File: config.mk
export PLATFORM = sky130hd
export DESIGN_NAME = bridge_adc_measurement_sequencer
export DESIGN_NICKNAME = d
export VERILOG_FILES = /design/src/hw/bridge_adc_measurement_sequencer.v
export VERILOG_INCLUDE_DIRS = /design/src /design/src/hw
export SDC_FILE = /design/constraint.sdc
export NUM_CORES = 1
export LEC_CHECK = 0
export BUFFER_PORTS_ARGS = -buffer_cell sky130_fd_sc_hd__buf_2
export CAP_MARGIN = 10
export CORE_ASPECT_RATIO = 0.8
export CORE_UTILIZATION = 30
export DETAILED_ROUTE_END_ITERATION = 10
export PLACE_DENSITY = 0.57
export RECOVER_POWER = 100
export REMOVE_ABC_BUFFERS = 1
export SLEW_MARGIN = 10
export SYNTH_ARGS = -nofsm -noshare
export SYNTH_HDL_FRONTEND = slang
export SYNTH_SLANG_ARGS = --single-unit
File: constraint.sdc
create_clock -name clk -period 3.9 [get_ports clk]
set_clock_uncertainty 0.15 [all_clocks]
set_input_delay 0.39 -clock clk [delete_from_list [all_inputs] [get_ports clk]]
set_output_delay 0.39 -clock clk [all_outputs]
set_load 0.05 [all_outputs]
File: src/hw/bridge_seq_defines.vh
`ifndef BRIDGE_SEQ_DEFINES_VH
`define BRIDGE_SEQ_DEFINES_VH

// Register byte offsets (word aligned)
`define REG_CONFIG        8'h00
`define REG_CONTROL       8'h04
`define REG_STATUS        8'h08
`define REG_RESULT        8'h0C

// Configuration register fields
`define CFG_RES14         0
`define CFG_SHIFT_LO      1
`define CFG_SHIFT_HI      2
`define CFG_EXTTEMP       3
`define CFG_GAIN_LO       4
`define CFG_GAIN_HI       7
`define CFG_REFSEL        8
`define CFG_BPS_LO        9
`define CFG_BPS_HI        11
`define CFG_OFFFIRST      12
`define CFG_WIDTH         13
`define CFG_RESET         13'h0_000

// Control register fields
`define CTL_RUN           0
`define CTL_RESTART       1

// Input multiplexer codes, also the result source tag
`define SRC_BRIDGE        2'h0
`define SRC_TEMP_INT      2'h1
`define SRC_TEMP_EXT      2'h2
`define SRC_OFFSET        2'h3

// Amplifier gain steps: code 0 is gain 105 down to code 8 is gain 2.8
`define GAIN_MAX_CODE     4'h8

// Conversion length in oscillator cycles, 2^(r+1)
`define CONV_LEN13_DEF    16'h4000
`define CONV_LEN14_DEF    16'h8000

// Startup routine length in conversions
`define STARTUP_CONVS     3'h5
`define RANGE_SHIFT_BASE  3'h4

// Result layout
`define RES_WIDTH         16
`define DAC_WIDTH         12
`define DAC_MAX           12'hFFF

`endif

File: src/hw/bridge_adc_measurement_sequencer.v
// Function
// - Mux steps bridge, temperature and offset in a configured fixed order.
// - After reset a five-conversion startup routine runs before normal cycling.
// - Configuration selects 13 or 14 bit resolution, setting conversion length.
// - Each conversion lasts 2^(r+1) oscillator cycles.
// - Result equals 2^r times input ratio minus the configured range shift.
// - Digital result within converter resolution; analog code is 12 bits.
// - Configuration picks internal or external temperature sensor.
// - Offset is measured and delivered for digital removal, no analog trim.
// - Gain is one of nine steps from 105 down to 2.8.
// - Reference select bit set to 1 picks the analog supply reference.
`timescale 1ns/1ps
`include "bridge_seq_defines.vh"

module bridge_adc_measurement_sequencer #(
   parameter [15:0] CONV_LEN13 = `CONV_LEN13_DEF,
   parameter [15:0] CONV_LEN14 = `CONV_LEN14_DEF
) (
   input  wire        clk,
   input  wire        rst,
   input  wire        wb_cyc_i,
   input  wire        wb_stb_i,
   input  wire        wb_we_i,
   input  wire [7:0]  wb_adr_i,
   input  wire [3:0]  wb_sel_i,
   input  wire [31:0] wb_dat_i,
   output reg  [31:0] wb_dat_o,
   output reg         wb_ack_o,
   input  wire        modulatorBit,
   input  wire        resultAck,
   output reg  [1:0]  muxSelect,
   output reg  [3:0]  gainCode,
   output reg         refSelect,
   output reg         resolution14,
   output reg         convActive,
   output reg  [15:0] resultData,
   output reg  [1:0]  resultSource,
   output reg         resultValid,
   output reg  [11:0] analogCode,
   output reg         startupDone
);

   localparam [1:0] ST_IDLE    = 2'h0;
   localparam [1:0] ST_CONV    = 2'h1;
   localparam [1:0] ST_DELIVER = 2'h2;

   reg [`CFG_WIDTH-1:0] config_q;
   reg                  run_q;
   reg                  restart_q;
   reg [1:0]            state_q;
   reg [15:0]           cycleCnt_q;
   reg [15:0]           convLen_q;
   reg [15:0]           onesCnt_q;
   reg [2:0]            stepCnt_q;
   reg [2:0]            bridgeCnt_q;
   reg                  specialTemp_q;
   reg                  inStartup_q;

   wire [1:0]  rangeShift   = config_q[`CFG_SHIFT_HI:`CFG_SHIFT_LO];
   wire [2:0]  bridgePerSpc = config_q[`CFG_BPS_HI:`CFG_BPS_LO];
   wire        wbReq        = wb_cyc_i & wb_stb_i & ~wb_ack_o;
   wire        wbWrite      = wbReq & wb_we_i;

   function [1:0] tempSource;
      input ext;
      begin
         tempSource = ext ? `SRC_TEMP_EXT : `SRC_TEMP_INT;
      end
   endfunction

   // Startup covers every channel the conditioning formula needs
   function [1:0] startupSource;
      input [2:0] step;
      input       ext;
      begin
         case (step)
            3'h0: begin
               startupSource = `SRC_OFFSET;
            end
            3'h1: begin
               startupSource = tempSource(ext);
            end
            3'h2: begin
               startupSource = `SRC_BRIDGE;
            end
            3'h3: begin
               // Second offset sample brackets the first bridge reading
               startupSource = `SRC_OFFSET;
            end
            default: begin
               startupSource = `SRC_BRIDGE;
            end
         endcase
      end
   endfunction

   function [31:0] byteMerge;
      input [31:0] old;
      input [31:0] wdat;
      input [3:0]  sel;
      integer      i;
      begin
         byteMerge = old;
         for (i = 0; i < 4; i = i + 1) begin
            if (sel[i]) begin
               byteMerge[i*8 +: 8] = wdat[i*8 +: 8];
            end
         end
      end
   endfunction

   // Relative count after range shift; full scale is half the conv length
   wire [15:0] fullScale   = {1'b0, convLen_q[15:1]};
   wire [2:0]  shiftAmt    = `RANGE_SHIFT_BASE - {1'b0, rangeShift};
   wire [15:0] rangeOffset = fullScale >> shiftAmt;
   wire [15:0] onesNext    = onesCnt_q + {15'h0000, modulatorBit};
   wire [15:0] relCount    = onesNext - rangeOffset;

   // Analog path keeps the top 12 bits of the non-negative range
   wire [15:0] dacShifted  = resolution14 ? (relCount >> 2) : (relCount >> 1);
   wire        dacNeg      = relCount[15];
   wire        dacOver     = |dacShifted[15:`DAC_WIDTH];

   // Next channel, from the startup routine or the normal cycle
   reg [1:0] nextSource;
   always @* begin
      nextSource = `SRC_BRIDGE;
      if (inStartup_q) begin
         nextSource = startupSource(stepCnt_q, config_q[`CFG_EXTTEMP]);
      end else if (bridgeCnt_q < bridgePerSpc + 3'h1 &&
                   bridgeCnt_q != 3'h7) begin
         nextSource = `SRC_BRIDGE;
      end else if (specialTemp_q) begin
         nextSource = tempSource(config_q[`CFG_EXTTEMP]);
      end else begin
         nextSource = `SRC_OFFSET;
      end
   end

   wire convDone  = (state_q == ST_CONV) && (cycleCnt_q == convLen_q - 16'h1);
   wire startConv = (state_q == ST_IDLE) && (run_q || inStartup_q);

   // Register bus: ack one cycle after the request, unmapped reads zero
   always @(posedge clk) begin
      if (rst) begin
         wb_ack_o <= 1'b0;
         wb_dat_o <= 32'h0000_0000;
      end else begin
         wb_ack_o <= wbReq;
         wb_dat_o <= 32'h0000_0000;
         if (wbReq && !wb_we_i) begin
            case (wb_adr_i)
               `REG_CONFIG: begin
                  wb_dat_o <= {19'h0_0000, config_q};
               end
               `REG_CONTROL: begin
                  // Restart self clears, so only run reads back
                  wb_dat_o <= {31'h0000_0000, run_q};
               end
               `REG_STATUS: begin
                  wb_dat_o <= {25'h000_0000, resultSource, state_q,
                               resultValid, convActive, startupDone};
               end
               `REG_RESULT: begin
                  wb_dat_o <= {14'h0000, resultSource, resultData};
               end
               default: begin
                  wb_dat_o <= 32'h0000_0000;
               end
            endcase
         end
      end
   end

   // Configuration and control writes
   reg [31:0] cfgMerged;
   always @* begin
      cfgMerged = byteMerge({19'h0_0000, config_q}, wb_dat_i, wb_sel_i);
   end

   always @(posedge clk) begin
      if (rst) begin
         config_q  <= `CFG_RESET;
         run_q     <= 1'b1;
         restart_q <= 1'b0;
      end else begin
         restart_q <= 1'b0;
         if (wbWrite && wb_adr_i == `REG_CONFIG) begin
            config_q[`CFG_GAIN_LO-1:0] <= cfgMerged[`CFG_GAIN_LO-1:0];
            config_q[`CFG_WIDTH-1:`CFG_REFSEL] <=
               cfgMerged[`CFG_WIDTH-1:`CFG_REFSEL];
            // Undefined gain codes are dropped, keeping the last valid step
            if (cfgMerged[`CFG_GAIN_HI:`CFG_GAIN_LO] <= `GAIN_MAX_CODE) begin
               config_q[`CFG_GAIN_HI:`CFG_GAIN_LO] <=
                  cfgMerged[`CFG_GAIN_HI:`CFG_GAIN_LO];
            end
         end
         if (wbWrite && wb_adr_i == `REG_CONTROL && wb_sel_i[0]) begin
            run_q     <= wb_dat_i[`CTL_RUN];
            restart_q <= wb_dat_i[`CTL_RESTART];
         end
      end
   end

   // Front-end settings follow the configuration directly
   always @(posedge clk) begin
      if (rst) begin
         gainCode  <= 4'h0;
         refSelect <= 1'b0;
      end else begin
         gainCode  <= config_q[`CFG_GAIN_HI:`CFG_GAIN_LO];
         refSelect <= config_q[`CFG_REFSEL];
      end
   end

   // Measurement sequencer
   always @(posedge clk) begin
      if (rst) begin
         state_q       <= ST_IDLE;
         cycleCnt_q    <= 16'h0000;
         convLen_q     <= CONV_LEN13;
         onesCnt_q     <= 16'h0000;
         stepCnt_q     <= 3'h0;
         bridgeCnt_q   <= 3'h0;
         specialTemp_q <= 1'b0;
         inStartup_q   <= 1'b1;
         startupDone   <= 1'b0;
         muxSelect     <= `SRC_OFFSET;
         resolution14  <= 1'b0;
         convActive    <= 1'b0;
         resultData    <= 16'h0000;
         resultSource  <= `SRC_BRIDGE;
         resultValid   <= 1'b0;
         analogCode    <= 12'h000;
      end else begin
         case (state_q)
            ST_IDLE: begin
               if (restart_q) begin
                  inStartup_q <= 1'b1;
                  startupDone <= 1'b0;
                  stepCnt_q   <= 3'h0;
               end else if (startConv) begin
                  // Resolution is latched so a config write cannot
                  // stretch a conversion already under way
                  resolution14 <= config_q[`CFG_RES14];
                  convLen_q    <= config_q[`CFG_RES14] ?
                                  CONV_LEN14 : CONV_LEN13;
                  muxSelect    <= nextSource;
                  cycleCnt_q   <= 16'h0000;
                  onesCnt_q    <= 16'h0000;
                  convActive   <= 1'b1;
                  state_q      <= ST_CONV;
               end
            end
            ST_CONV: begin
               cycleCnt_q <= cycleCnt_q + 16'h1;
               // Modulator is sampled at half the oscillator rate
               if (cycleCnt_q[0]) begin
                  onesCnt_q <= onesNext;
               end
               if (convDone) begin
                  convActive   <= 1'b0;
                  resultData   <= relCount;
                  resultSource <= muxSelect;
                  resultValid  <= 1'b1;
                  if (dacNeg) begin
                     analogCode <= 12'h000;
                  end else if (dacOver) begin
                     analogCode <= `DAC_MAX;
                  end else begin
                     analogCode <= dacShifted[`DAC_WIDTH-1:0];
                  end
                  state_q <= ST_DELIVER;
               end
            end
            ST_DELIVER: begin
               // Held until the controller takes it, stalling the cycle
               if (resultAck) begin
                  resultValid <= 1'b0;
                  state_q     <= ST_IDLE;
                  if (inStartup_q) begin
                     if (stepCnt_q == `STARTUP_CONVS - 3'h1) begin
                        inStartup_q   <= 1'b0;
                        startupDone   <= 1'b1;
                        bridgeCnt_q   <= 3'h0;
                        specialTemp_q <= ~config_q[`CFG_OFFFIRST];
                     end else begin
                        stepCnt_q <= stepCnt_q + 3'h1;
                     end
                  end else if (resultSource == `SRC_BRIDGE) begin
                     bridgeCnt_q <= bridgeCnt_q + 3'h1;
                  end else begin
                     bridgeCnt_q   <= 3'h0;
                     specialTemp_q <= ~specialTemp_q;
                  end
               end
            end
            default: begin
               state_q <= ST_IDLE;
            end
         endcase
      end
   end

endmodule

==> results of run 1 <==
==> through the flow <==
stage,power [mW],setup slack [ns],setup TNS [ns]
after global placement,1.39,0.131,0
after CTS,3.12,0.265,0
final,3.09,0.270,0
after floorplan,1.33,0.0870,0
after detailed placement,1.39,0.101,0
after global routing,3.19,-0.000871,-0.000871
==> area by class of cell <==
| type | instances | area, µm² | share of cell area |
|---|---|---|---|
| flip-flops and latches | 118 | 2360 | 0.328 |
| multi-input cells | 529 | 3220 | 0.447 |
| well taps | 258 | 323 | 0.0448 |
| clock buffers | 17 | 425 | 0.0591 |
| repair buffers | 121 | 591 | 0.0820 |
| inverters | 17 | 63.8 | 0.00886 |
| clock inverters | 15 | 219 | 0.0304 |
==> synthesized netlist by cell type, types with 3 or more instances <==
cell	count	share of area
a21o_1	5	0.0064
mux2_2	6	0.012
and3_1	5	0.0054
nand2b_1	5	0.0054
nand4_1	13	0.014
nand4b_1	3	0.0045
xnor2_1	20	0.030
nand2_1	76	0.049
a211o_1	3	0.0045
o21ai_1	11	0.0094
o31ai_2	3	0.0064
a211oi_1	12	0.015
mux2i_1	17	0.029
o21ai_0	18	0.015
xor2_1	14	0.021
nor2_1	100	0.064
or3_1	7	0.0075
a21oi_1	49	0.042
ha_1	22	0.047
and4_1	3	0.0045
o21bai_1	3	0.0039
dfxtp_1	118	0.40
o21a_1	4	0.0051
and2_1	10	0.011
nor3_1	17	0.015
inv_1	17	0.011
nor2b_1	12	0.013
a22oi_1	25	0.032
clkbuf_1	30	0.019
buf_4	14	0.018
nand3_1	21	0.018
==> layer usage <==
metal,up-vias,routed length (µm),global-route usage
met3,15,837,0.0362
met4,0,121,0.0339
met2,143,6180,0.208
met5,-,0,0
met1,2435,8160,0.232
li1,2638,-,-
==> kinds of logic after synthesis <==
logic type                 count (synthesis)
other                                      1
and+or+nand+nor                          284
DFF                                      118
xor gates and xnor gates                  34
AOI/OAI and AO/OA                        151
buffers and inverters                     67
adders and majority gates                 22
muxes                                     24
==> cell usage in the layout, fill, tap and decap left out, drive strengths merged, types with 7 or more instances in the layout <==
master / instances
o21ai: 30
conb: 14
dfxtp: 118
nor3: 17
a22oi: 25
clkbuf: 83
inv: 23
or3: 7
nand3: 21
a21oi: 49
nand4: 13
mux2i: 17
ha: 22
nand2: 78
and2: 10
xnor2: 20
buf: 55
nor2b: 12
xor2: 14
a211oi: 13
nor2: 100
==> path summary, 6_finish.rpt <==
check                                   start            end  slack, ns
worst max-delay path             onesCnt_q[0]  analogCode[9]       0.27
worst min-delay path             wb_dat_i[11]   config_q[11]       0.06
worst max register to register   onesCnt_q[0]  analogCode[9]       0.27
worst min register to register  analogCode[2]  analogCode[2]       0.30
==> state kept, by name, summed over array words and instances, names as in the netlist <==
name,count
onesCnt_q,16
cycleCnt_q,16
config_q,13
state_q,2
resultData,16
startupDone,1
wb_dat_o,18
resultValid,1
bridgeCnt_q,3
specialTemp_q,1
stepCnt_q,3
restart_q,1
inStartup_q,1
convLen_q,2
gainCode,4
convActive,1
muxSelect,2
refSelect,1
resultSource,2
run_q,1
analogCode,12
wb_ack_o,1
==> worst min-delay path: cells and delay by family <==
| family | cells | cell delay (ns) |
|---|---|---|
| buffers and inverters | 1 | 0.07 |
| muxes | 1 | 0.05 |
| and+or+nand+nor | 1 | 0.07 |
==> power groups by stage <==
stage	clock network, mW	logic [mW]	registers [mW]
final	1.73	0.146	1.22
after detailed placement	0	0.148	1.25
after CTS	1.76	0.149	1.22
after floorplan	0	0.0805	1.25
after global placement	0	0.148	1.25
after global routing	1.81	0.157	1.22
==> repair_timing <==
item / CTS / global route
gates resized for setup: 0 / 2
setup buffers: 0 / 0
setup endpoints to repair: 0 / 11
hold buffers: 0 / 0
==> impl_results.rst, run 1 <==
.. list-table::
   :header-rows: 1

   * - Metric
     - Value
   * - Initial antenna violation count
     - 0
   * - Via count of the first global-routing pass
     - 4527
   * - Average cell area after synthesis
     - 8.33 µm²
   * - Placed wire-length estimate
     - 11300 µm
   * - Synth warnings
     - 0
   * - Worst Path Class, Setup
     - reg2reg
   * - Async S/R FF share, synth
     - 0
   * - Synth-to-layout area growth
     - 23.4%
   * - Average vias per placed instance
     - 4.87
   * - Placed cell count
     - 1043
   * - Violation count after the first detailed-routing iteration
     - 342
   * - Congestion Overflow GR
     - 0
   * - Area of the core region
     - 0.0190 mm²
   * - Final antenna-violating net count
     - 0
   * - H-tree levels
     - 4
   * - Number of non-filler instances in the completed layout
     - between 1000 and 1500
   * - Site row count
     - 45
   * - Count of port buffers added during placement
     - 89
   * - Average detailed-routed wire length per instance
     - between 10 and 15 µm
   * - Number of flops mapped to enable cells by yosys
     - 0
   * - Cell type group with the largest total delay on the critical path
     - simple AND/OR/NAND/NOR gates
   * - Number of filler cells placed in the layout
     - 2059
   * - Synth Area in Adders
     - 0.0471
   * - Length in cells of the worst reg-to-reg path
     - 16
   * - Final cycle utilization of the critical path
     - 0.931
   * - Final Util
     - 0.378
   * - Starting utilization of the core area
     - 0.307
   * - Min Hold Slack
     - 0.0557 ns
   * - Final Hold Viols
     - 0
   * - Critical-path top delay cell
     - ha_1
   * - Synthesized-area fraction occupied by ao, oa, aoi and oai cells
     - 0.170
   * - Worst hold path stage count
     - 3
   * - Largest driver fanout on the critical path
     - 7
   * - Buffers & Inverters on Critical Path
     - 0
   * - Result of the run
     - complete, but fails checks
   * - Final routed DRC violation total
     - 0
   * - CTS tree
     - yes
   * - Slew @ Worst Pin
     - 1.59 ns
   * - Post-layout nets
     - 877
   * - Instance count on the critical path
     - 16
   * - Count of antenna diodes in the layout
     - 0
   * - Proportion of power drawn by combinational gates
     - 0.047
   * - Global placement routability congestion
     - 0.802
   * - Power Density
     - 430 mW/mm²
   * - First-pass GRT wire length
     - 23700 µm
   * - Clock Latency Late Sink
     - 0.41 ns
   * - Minimum period implied by the final worst setup slack
     - 3.63 ns
   * - P_int
     - around 2.3 mW
   * - Arrival time at the worst endpoint
     - 3.78 ns
   * - Netlist area before placement
     - between 0.005 and 0.006 mm²
   * - Required time of the critical path
     - 4.05 ns
   * - All-Layer GR Usage
     - 0.151
   * - Max clock buf depth
     - 2
   * - Clock-pin transition on the worst setup and hold timing paths
     - 0.06 ns
   * - Sequential cell fraction of total power
     - 0.394
   * - Clock network fraction of total power
     - 0.559
   * - Worst Hold Class
     - in2reg
   * - Library cells used by synthesis
     - 60
   * - Overall routed net length
     - 15300 µm
   * - Critical Path Max Stage Delay
     - 0.34 ns
   * - XOR/XNOR Fraction of Synth Area
     - 0.0510
   * - Endpoint kind of the worst setup timing path
     - flop
   * - Number of buffers created by CTS
     - 17
   * - Clk root buf
     - clkbuf_16
   * - Sinks on the clock net
     - ~120
   * - Design Area, Final
     - 0.00720 mm²
   * - Number of primary I/O pins
     - 125
   * - Most frequently used flop master after synthesis
     - dfxtp_1
   * - Die Footprint
     - approximately 0.020 mm²
   * - Simple logic cell fraction of the synthesized area
     - 0.228
   * - Ratio of cells with drive above 1 in the final layout
     - 0.131
   * - Main combinational cell family by area after synthesis
     - simple AND/OR/NAND/NOR gates
   * - Instance area after placement
     - between 0.006 and 0.007 mm²
   * - Max-cap check violation count
     - 1
   * - Horizontal extent of the die
     - 158 µm
   * - Share of synthesized area occupied by flip-flops and latches
     - 0.405
   * - Number of detailed-route iterations in the first pass
     - 5
   * - Portion of netlist area occupied by mux cells
     - 0.0446
   * - Headroom to the max-slew limit
     - -0.0607
   * - Final setup fails
     - 0
   * - Category of the worst setup path launch point
     - flop
   * - Max-slew violations
     - 34
   * - Vias post-DR
     - 5231
   * - Net switching component of the power
     - approximately 0.76 mW
   * - Violated checks
     - capacitance limit, slew limit
   * - Largest vdd supply drop
     - between 0.2 and 0.3 mV
   * - Fmax
     - around 0.28 GHz
   * - Die H
     - 127 µm
   * - Switching Share
     - 0.244
   * - Pleak
     - around 2.7 nW
   * - Register bit total from synthesis
     - 118
   * - Largest net degree at the start of global routing
     - 34
   * - Cell Chain, Critical Path
     - ha_1, nand3_1, nor2_1, and2_1, and3_1, nand3_1, xnor2_1, ha_1, nand4_1, or2_2, nor4bb_1, nor3_1, o31ai_2, o21ai_2, a211o_1, a22o_1
   * - Synth Instances
     - 701
Power figures use the tool's default switching activity.
==> inputs of run 2 (changes only) <==
--- a/config.mk
+++ b/config.mk
@@ -12,7 +12,6 @@
 export CORE_UTILIZATION = 30
 export DETAILED_ROUTE_END_ITERATION = 10
 export PLACE_DENSITY = 0.57
-export RECOVER_POWER = 100
 export REMOVE_ABC_BUFFERS = 1
 export SLEW_MARGIN = 10
 export SYNTH_ARGS = -nofsm -noshare
==> run 2 against run 1 <==
The run now ends clean; cell count unchanged; critical path type unchanged; clock power barely moved; count of clock-buffer cells in the layout unchanged.
==> impl_results.rst, run 2 (synthesized netlist as in run 1, its figures left out) <==
.. list-table::
   :header-rows: 1

   * - Metric
     - Value
   * - Final antenna-violating net count
     - 0 (unchanged)
   * - Area of combinational cells with multiple inputs
     - 0.00322 mm² (+0.16%)
   * - Max-slew violations
     - 0 (-100%)
   * - Average detailed-routed wire length per instance
     - 14.2 µm (about the same)
   * - Placed cell count
     - 1043 (unchanged)
   * - Worst hold path stage count
     - 3 (unchanged)
   * - Number of buffers created by CTS
     - 17 (unchanged)
   * - Max clock buf depth
     - 2 (unchanged)
   * - Via count of the first global-routing pass
     - 4527 (unchanged)
   * - Count of port buffers added during placement
     - 89 (unchanged)
   * - Congestion Overflow GR
     - 0 (unchanged)
   * - Average vias per placed instance
     - 4.84 (-0.61%)
   * - Clock Latency Late Sink
     - 0.42 ns (about the same)
   * - Clk root buf
     - clkbuf_16
   * - First-pass GRT wire length
     - 23700 µm (unchanged)
   * - Resize count post-CTS
     - 0 (unchanged)
   * - Post-CTS Repair Setup Buffers
     - 0 (unchanged)
   * - Clock network fraction of total power
     - 0.559 (about the same)
   * - Area of the core region
     - 0.0190 mm² (unchanged)
   * - Capturing point of the worst reg2reg path
     - analogCode[9]
   * - Largest driver fanout on the critical path
     - 7 (unchanged)
   * - Hold_sp
     - wb_dat_i[10]
   * - Length in cells of the worst reg-to-reg path
     - 16 (unchanged)
   * - Commonest non-fill, non-tap cell in the layout
     - dfxtp_1
   * - CTS tree
     - yes
   * - Power Density
     - 425 mW/mm² (-1.1%)
   * - Reg2Reg Setup Slack
     - 0.27 ns (about the same)
   * - Clock-pin transition on the worst setup and hold timing paths
     - 0.07 ns (about the same)
   * - Arrival time at the worst endpoint
     - 3.78 ns (about the same)
   * - Max-cap check violation count
     - 0 (-1)
   * - Endpoint kind of the worst setup timing path
     - flop
   * - Most flops, register
     - wb_dat_o
   * - Switching Share
     - 0.246 (+0.00126)
   * - Die Footprint
     - 0.0200 mm² (unchanged)
   * - Placed wire-length estimate
     - 11300 µm (unchanged)
   * - Fmax
     - 0.276 GHz (about the same)
   * - Die H
     - 127 µm (unchanged)
   * - Horizontal extent of the die
     - 158 µm (unchanged)
   * - Category of the worst setup path launch point
     - flop
   * - Number of non-filler instances in the completed layout
     - 1075 (unchanged)
   * - Most frequent cells in the layout
     - 118 x dfxtp_1, 100 x nor2_1, 89 x buf_2
   * - Pre-CTS setup slack
     - 0.101 ns (unchanged)
   * - Proportion of power drawn by combinational gates
     - 0.048 (about the same)
   * - Pleak
     - 3.03 nW (+10%)
   * - Slew @ Worst Pin
     - 0.777 ns (-0.814 ns)
   * - RR Startpoint
     - onesCnt_q[0]
   * - Post-route setup slack
     - 0.271 ns (+0.000962 ns)
   * - Hold buffer count at CTS
     - 0 (unchanged)
   * - Count of antenna diodes in the layout
     - 0 (unchanged)
   * - Violation count after the first detailed-routing iteration
     - 321 (-6.1%)
   * - Number of detailed-route iterations in the first pass
     - 5 (unchanged)
   * - Final Util
     - 0.384 (+0.00526)
   * - All-Layer GR Usage
     - 0.151 (unchanged)
   * - Worst Hold Endpoint
     - config_q[10]
   * - Initial antenna violation count
     - 0 (unchanged)
   * - Required time of the critical path
     - 4.05 ns (about the same)
   * - Sinks on the clock net
     - 118 (unchanged)
   * - Final routed DRC violation total
     - 0 (unchanged)
   * - Largest vdd supply drop
     - 0.257 mV (-0.11%)
   * - FF+latch area
     - 0.00236 mm² (unchanged)
   * - Post-layout nets
     - 877 (unchanged)
   * - P_int
     - 2.34 mW (about the same)
   * - Number of primary I/O pins
     - 125 (unchanged)
   * - Number of filler cells placed in the layout
     - 2014 (-2.2%)
   * - Headroom to the max-slew limit
     - 0.480 (+0.541)
   * - Site row count
     - 45 (unchanged)
   * - Starting utilization of the core area
     - 0.307 (unchanged)
   * - Largest register FFs
     - 18 (unchanged)
   * - Final setup fails
     - 0 (unchanged)
   * - Overall routed net length
     - 15300 µm (about the same)
   * - Synth-to-layout area growth
     - 25.1%
   * - Ratio of cells with drive above 1 in the final layout
     - 0.213 (+0.0820)
   * - Global placement routability congestion
     - 0.802 (unchanged)
   * - Final Hold Viols
     - 0 (unchanged)
   * - Final cycle utilization of the critical path
     - 0.930 (about the same)
   * - Min Hold Slack
     - 0.0563 ns (+0.000559 ns)
   * - Worst Path Class, Setup
     - reg2reg
   * - Result of the run
     - complete, no violations
   * - Sequential cell fraction of total power
     - 0.393 (about the same)
   * - Worst Hold Class
     - in2reg
   * - Net switching component of the power
     - 0.762 mW (+0.77%)
   * - Vias post-DR
     - 5199 (-0.61%)
   * - Total power
     - 3.10 mW (+0.26%)
   * - Minimum period implied by the final worst setup slack
     - 3.63 ns (-0.000962 ns)
   * - Largest net degree at the start of global routing
     - 34 (unchanged)
   * - H-tree levels
     - 4 (unchanged)
run 2: cell types whose count changed in the layout (fill, tap and decap cells not counted), sizes merged:
cell	change
buf	+66
clkbuf	-66
run 2: metrics by stage:
step | instance area [µm²] | setup TNS, ns
3_5_place_dp | 6650 | 0
3_3_place_gp | 6650 | 0
4_1_cts | 7290 | 0
5_1_grt | 7300 | -0.000790
2_1_floorplan | 5640 | 0
6_report | 7300 | 0
run 2: worst max path at each step:
| stage | depth (start not counted) | end | startpoint | slack, ns |
|---|---|---|---|---|
| global placement | 18 | analogCode[3] | modulatorBit | 0.13 |
| finish | 16 | analogCode[9] | onesCnt_q[0] | 0.27 |
| detailed placement | 18 | analogCode[7] | modulatorBit | 0.10 |
| floorplan | 13 | analogCode[9] | convLen_q[15] | 0.09 |
| global route | 17 | analogCode[8] | onesCnt_q[0] | -0.0008 |
| CTS | 17 | analogCode[7] | onesCnt_q[0] | 0.27 |
run 2: worst max-delay path, cell delays in order (launching register included):
cell	delay, ns
dfxtp_1	0.33
ha_1	0.17
nand3_1	0.12
nor2_1	0.13
and2_1	0.24
and3_1	0.20
nand3_1	0.09
xnor2_1	0.18
ha_1	0.34
nand4_1	0.12
or2_2	0.30
nor4bb_1	0.28
nor3_1	0.10
o31ai_2	0.09
o21ai_2	0.18
a211o_1	0.30
a22o_1	0.19
run 2: routing by layer:
metal,wire length [µm],part of all wire,global-route usage
met1,8100,0.53,0.232
met2,6170,0.40,0.208
met3,920,0.060,0.0362
met4,122,0.0080,0.0339
met5,0,0,0
run 2: power by group through the flow:
stage                     combinational (mW)  sequential (mW)  clock [mW]
after global routing                   0.160             1.22        1.81
after global placement                 0.148             1.25           0
final                                  0.149             1.22        1.73
after CTS                              0.149             1.22        1.76
after floorplan                       0.0805             1.25           0
after detailed placement               0.148             1.25           0
run 2: layout make-up:
cell class	count	share of cell area
inverters	17	0.00874
flip-flops and latches	118	0.324
clock inverters	15	0.0300
multi-input cells	529	0.441
well taps	258	0.0442
clock buffers	17	0.0583
repair buffers	121	0.0939
==> inputs of run 3 (changes only) <==
--- a/config.mk
+++ b/config.mk
@@ -9,11 +9,11 @@
 export BUFFER_PORTS_ARGS = -buffer_cell sky130_fd_sc_hd__buf_2
 export CAP_MARGIN = 10
 export CORE_ASPECT_RATIO = 0.8
+export CORE_MARGIN = 5
 export CORE_UTILIZATION = 30
 export DETAILED_ROUTE_END_ITERATION = 10
 export PLACE_DENSITY = 0.57
 export REMOVE_ABC_BUFFERS = 1
-export SLEW_MARGIN = 10
 export SYNTH_ARGS = -nofsm -noshare
 export SYNTH_HDL_FRONTEND = slang
 export SYNTH_SLANG_ARGS = --single-unit
==> run 3 against run 2 <==
Global-route usage down 1.1 points; hold slack better by 0.0066 ns; first-iteration DRC count up 8.7%; utilization down 0.33 points; sequential share of layout area up 0.28 points; die area up 12%; non-clock buffer count down 2; setup slack worse by 0.021 ns.
==> impl_results.rst, run 3 (synthesized netlist as in run 1, its figures left out) <==
.. list-table::
   :header-rows: 1

   * - Metric
     - Value
   * - Max clock buf depth
     - 2 (unchanged)
   * - Sinks on the clock net
     - 118 (unchanged)
   * - Clock Latency Late Sink
     - 0.41 ns (about the same)
   * - Hold_sp
     - wb_dat_i[9]
   * - Commonest non-fill, non-tap cell in the layout
     - dfxtp_1
   * - Capturing point of the worst reg2reg path
     - analogCode[8]
   * - Largest register FFs
     - 18 (unchanged)
   * - Final Hold Viols
     - 0 (unchanged)
   * - FF+latch area
     - 0.00236 mm² (unchanged)
   * - Worst Path Class, Setup
     - reg2reg
   * - H-tree levels
     - 4 (unchanged)
   * - Number of buffers created by CTS
     - 17 (unchanged)
   * - Hold buffer count at CTS
     - 0 (unchanged)
   * - Power Density
     - 406 mW/mm² (-4.4%)
   * - Die Footprint
     - 0.0224 mm² (+12%)
   * - Endpoint kind of the worst setup timing path
     - flop
   * - Fmax
     - 0.274 GHz (-0.58%)
   * - Slew @ Worst Pin
     - 0.802 ns (+0.0245 ns)
   * - Number of detailed-route iterations in the first pass
     - 5 (unchanged)
   * - Area of the core region
     - 0.0190 mm² (unchanged)
   * - Site row count
     - 45 (unchanged)
   * - Overall routed net length
     - 15900 µm (+3.7%)
   * - Area of combinational cells with multiple inputs
     - 0.00323 mm² (+0.12%)
   * - Buffers & Inverters on Critical Path
     - 1 (+1)
   * - Cell repeated most along the worst path
     - ha_1
   * - Clk root buf
     - clkbuf_16
   * - Initial antenna violation count
     - 0 (unchanged)
   * - Horizontal extent of the die
     - 166 µm (+5.1%)
   * - Length in cells of the worst reg-to-reg path
     - 17 (+1)
   * - Ratio of cells with drive above 1 in the final layout
     - 0.212 (-0.000704)
   * - Violation count after the first detailed-routing iteration
     - 349 (+8.7%)
   * - Worst hold path stage count
     - 3 (unchanged)
   * - Max-cap check violation count
     - 0 (unchanged)
   * - Largest driver fanout on the critical path
     - 5 (-2)
   * - Starting utilization of the core area
     - 0.307 (unchanged)
   * - Worst Hold Class
     - in2reg
   * - Via count of the first global-routing pass
     - 4849 (+7.1%)
   * - Reg2Reg Setup Slack
     - 0.25 ns (-0.02 ns)
   * - Number of primary I/O pins
     - 125 (unchanged)
   * - Final routed DRC violation total
     - 0 (unchanged)
   * - Count of port buffers added during placement
     - 89 (unchanged)
   * - Placed wire-length estimate
     - 12000 µm (+6.2%)
   * - Final cycle utilization of the critical path
     - 0.936 (+0.00546)
   * - Critical Path Max Stage Delay
     - 0.34 ns (about the same)
   * - Number of filler cells placed in the layout
     - 2030 (+0.79%)
   * - Headroom to the max-slew limit
     - 0.463 (-0.0164)
   * - Post-layout nets
     - 875 (-0.23%)
   * - Worst Hold Endpoint
     - config_q[9]
   * - Pleak
     - 3.00 nW (-0.97%)
   * - Minimum period implied by the final worst setup slack
     - 3.65 ns (+0.0213 ns)
   * - Congestion Overflow GR
     - 0 (unchanged)
   * - Largest vdd supply drop
     - 0.257 mV (about the same)
   * - RR Startpoint
     - onesCnt_q[0]
   * - Required time of the critical path
     - 4.03 ns (-0.02 ns)
   * - Average vias per placed instance
     - 4.88 (+0.82%)
   * - Most frequent cells in the layout
     - 118 x dfxtp_1, 99 x nor2_1, 89 x buf_2
   * - Final antenna-violating net count
     - 0 (unchanged)
   * - Min Hold Slack
     - 0.0629 ns (+0.00658 ns)
   * - Result of the run
     - complete, no violations
   * - Largest net degree at the start of global routing
     - 40 (+18%)
   * - Arrival time at the worst endpoint
     - 3.78 ns (about the same)
   * - Synth-to-layout area growth
     - 24.0%
   * - Average detailed-routed wire length per instance
     - 14.8 µm (+3.9%)
   * - Cell Chain, Critical Path
     - ha_1, ha_1, nand2_1, nor2_1, and3_1, nand3_1, xnor2_1, ha_1, nand4_1, or2_2, nor4bb_1, nor3_1, o31ai_2, o21ai_2, buf_4, a211oi_1, o21ai_1
   * - Global placement routability congestion
     - 0.844 (+5.3%)
   * - Final setup fails
     - 0 (unchanged)
   * - Post-route setup slack
     - 0.250 ns (-0.0213 ns)
   * - Critical-path top delay cell
     - ha_1
   * - Count of antenna diodes in the layout
     - 0 (unchanged)
   * - Die H
     - 135 µm (+6.3%)
   * - Cell type group with the largest total delay on the critical path
     - simple AND/OR/NAND/NOR gates
   * - Max-slew violations
     - 0 (unchanged)
   * - CTS tree
     - yes
   * - All-Layer GR Usage
     - 0.140 (-0.0111)
   * - Clock-pin transition on the worst setup and hold timing paths
     - 0.06 ns (about the same)
   * - First-pass GRT wire length
     - 25800 µm (+8.9%)
   * - Category of the worst setup path launch point
     - flop
   * - Most flops, register
     - wb_dat_o
   * - Vias post-DR
     - 5232 (+0.63%)
   * - Pre-CTS setup slack
     - 0.0653 ns (-0.0360 ns)
-- run 3: cell types whose count changed in the layout (fill, tap and decap cells not counted), moves of 2 or more --
cell	previous run	this run
buf_4	32	30
inv_6	4	6
bufinv_16	4	2
inv_8	2	0
-- run 3: layer usage --
layer,GRT usage,share of wire,vias up
li1,-,-,2624
met3,0.0395,0.062,11
met2,0.191,0.40,156
met4,0.0266,0.0068,0
met5,0,0,-
met1,0.217,0.53,2441
-- run 3: power by group --
group	internal [mW]	switching (mW)	leakage, nW
logic	0.0401	0.110	1.76
registers	1.21	0.00824	0.952
clock network	0.955	0.615	0.286
-- run 3: how the worst max path moves through the flow --
| stage | start | endpoint | slack (ns) | cells after the start |
|---|---|---|---|---|
| after global routing | onesCnt_q[0] | analogCode[8] | -0.002 | 17 |
| after detailed placement | modulatorBit | analogCode[8] | 0.07 | 18 |
| after global placement | modulatorBit | analogCode[9] | 0.16 | 17 |
| after CTS | onesCnt_q[0] | analogCode[8] | 0.24 | 17 |
| final | onesCnt_q[0] | analogCode[8] | 0.25 | 17 |
| after floorplan | convLen_q[15] | analogCode[9] | 0.09 | 13 |
-- run 3: what timing repair did --
action                                  in CTS  in global routing
endpoints found under the setup margin       0                  4
buffers inserted                             0                  1
gates resized for setup                      0                  4
-- run 3: metrics by stage --
stage               utilization  TNS (ns)  instance area [µm²]  instances  power, mW
floorplan                     -         0                 5640        664       1.33
global placement          0.348         0                 6630       1040       1.39
detailed placement        0.348         0                 6630       1040       1.39
CTS                       0.379         0                 7220       1072       2.97
global route              0.380  -0.00218                 7240       1073       3.04
finish                    0.380         0                 7240       1073       2.94
-- run 3: area by class of cell --
class | count | area share
flip-flops and latches | 118 | 0.326
repair buffers | 119 | 0.0926
inverters | 17 | 0.00881
clock inverters | 15 | 0.0232
multi-input cells | 529 | 0.446
clock buffers | 17 | 0.0588
well taps | 258 | 0.0446
-- run 3: worst reg2reg max path, stage by stage (launching register included) --
cell and delay, ns:
dfxtp_1 0.33, ha_1 0.17, ha_1 0.19, nand2_1 0.10, nor2_1 0.13, and3_1 0.23, nand3_1 0.11, xnor2_1 0.17
ha_1 0.34, nand4_1 0.15, or2_2 0.31, nor4bb_1 0.27, nor3_1 0.10, o31ai_2 0.10, o21ai_2 0.14, buf_4 0.17
a211oi_1 0.27, o21ai_1 0.10
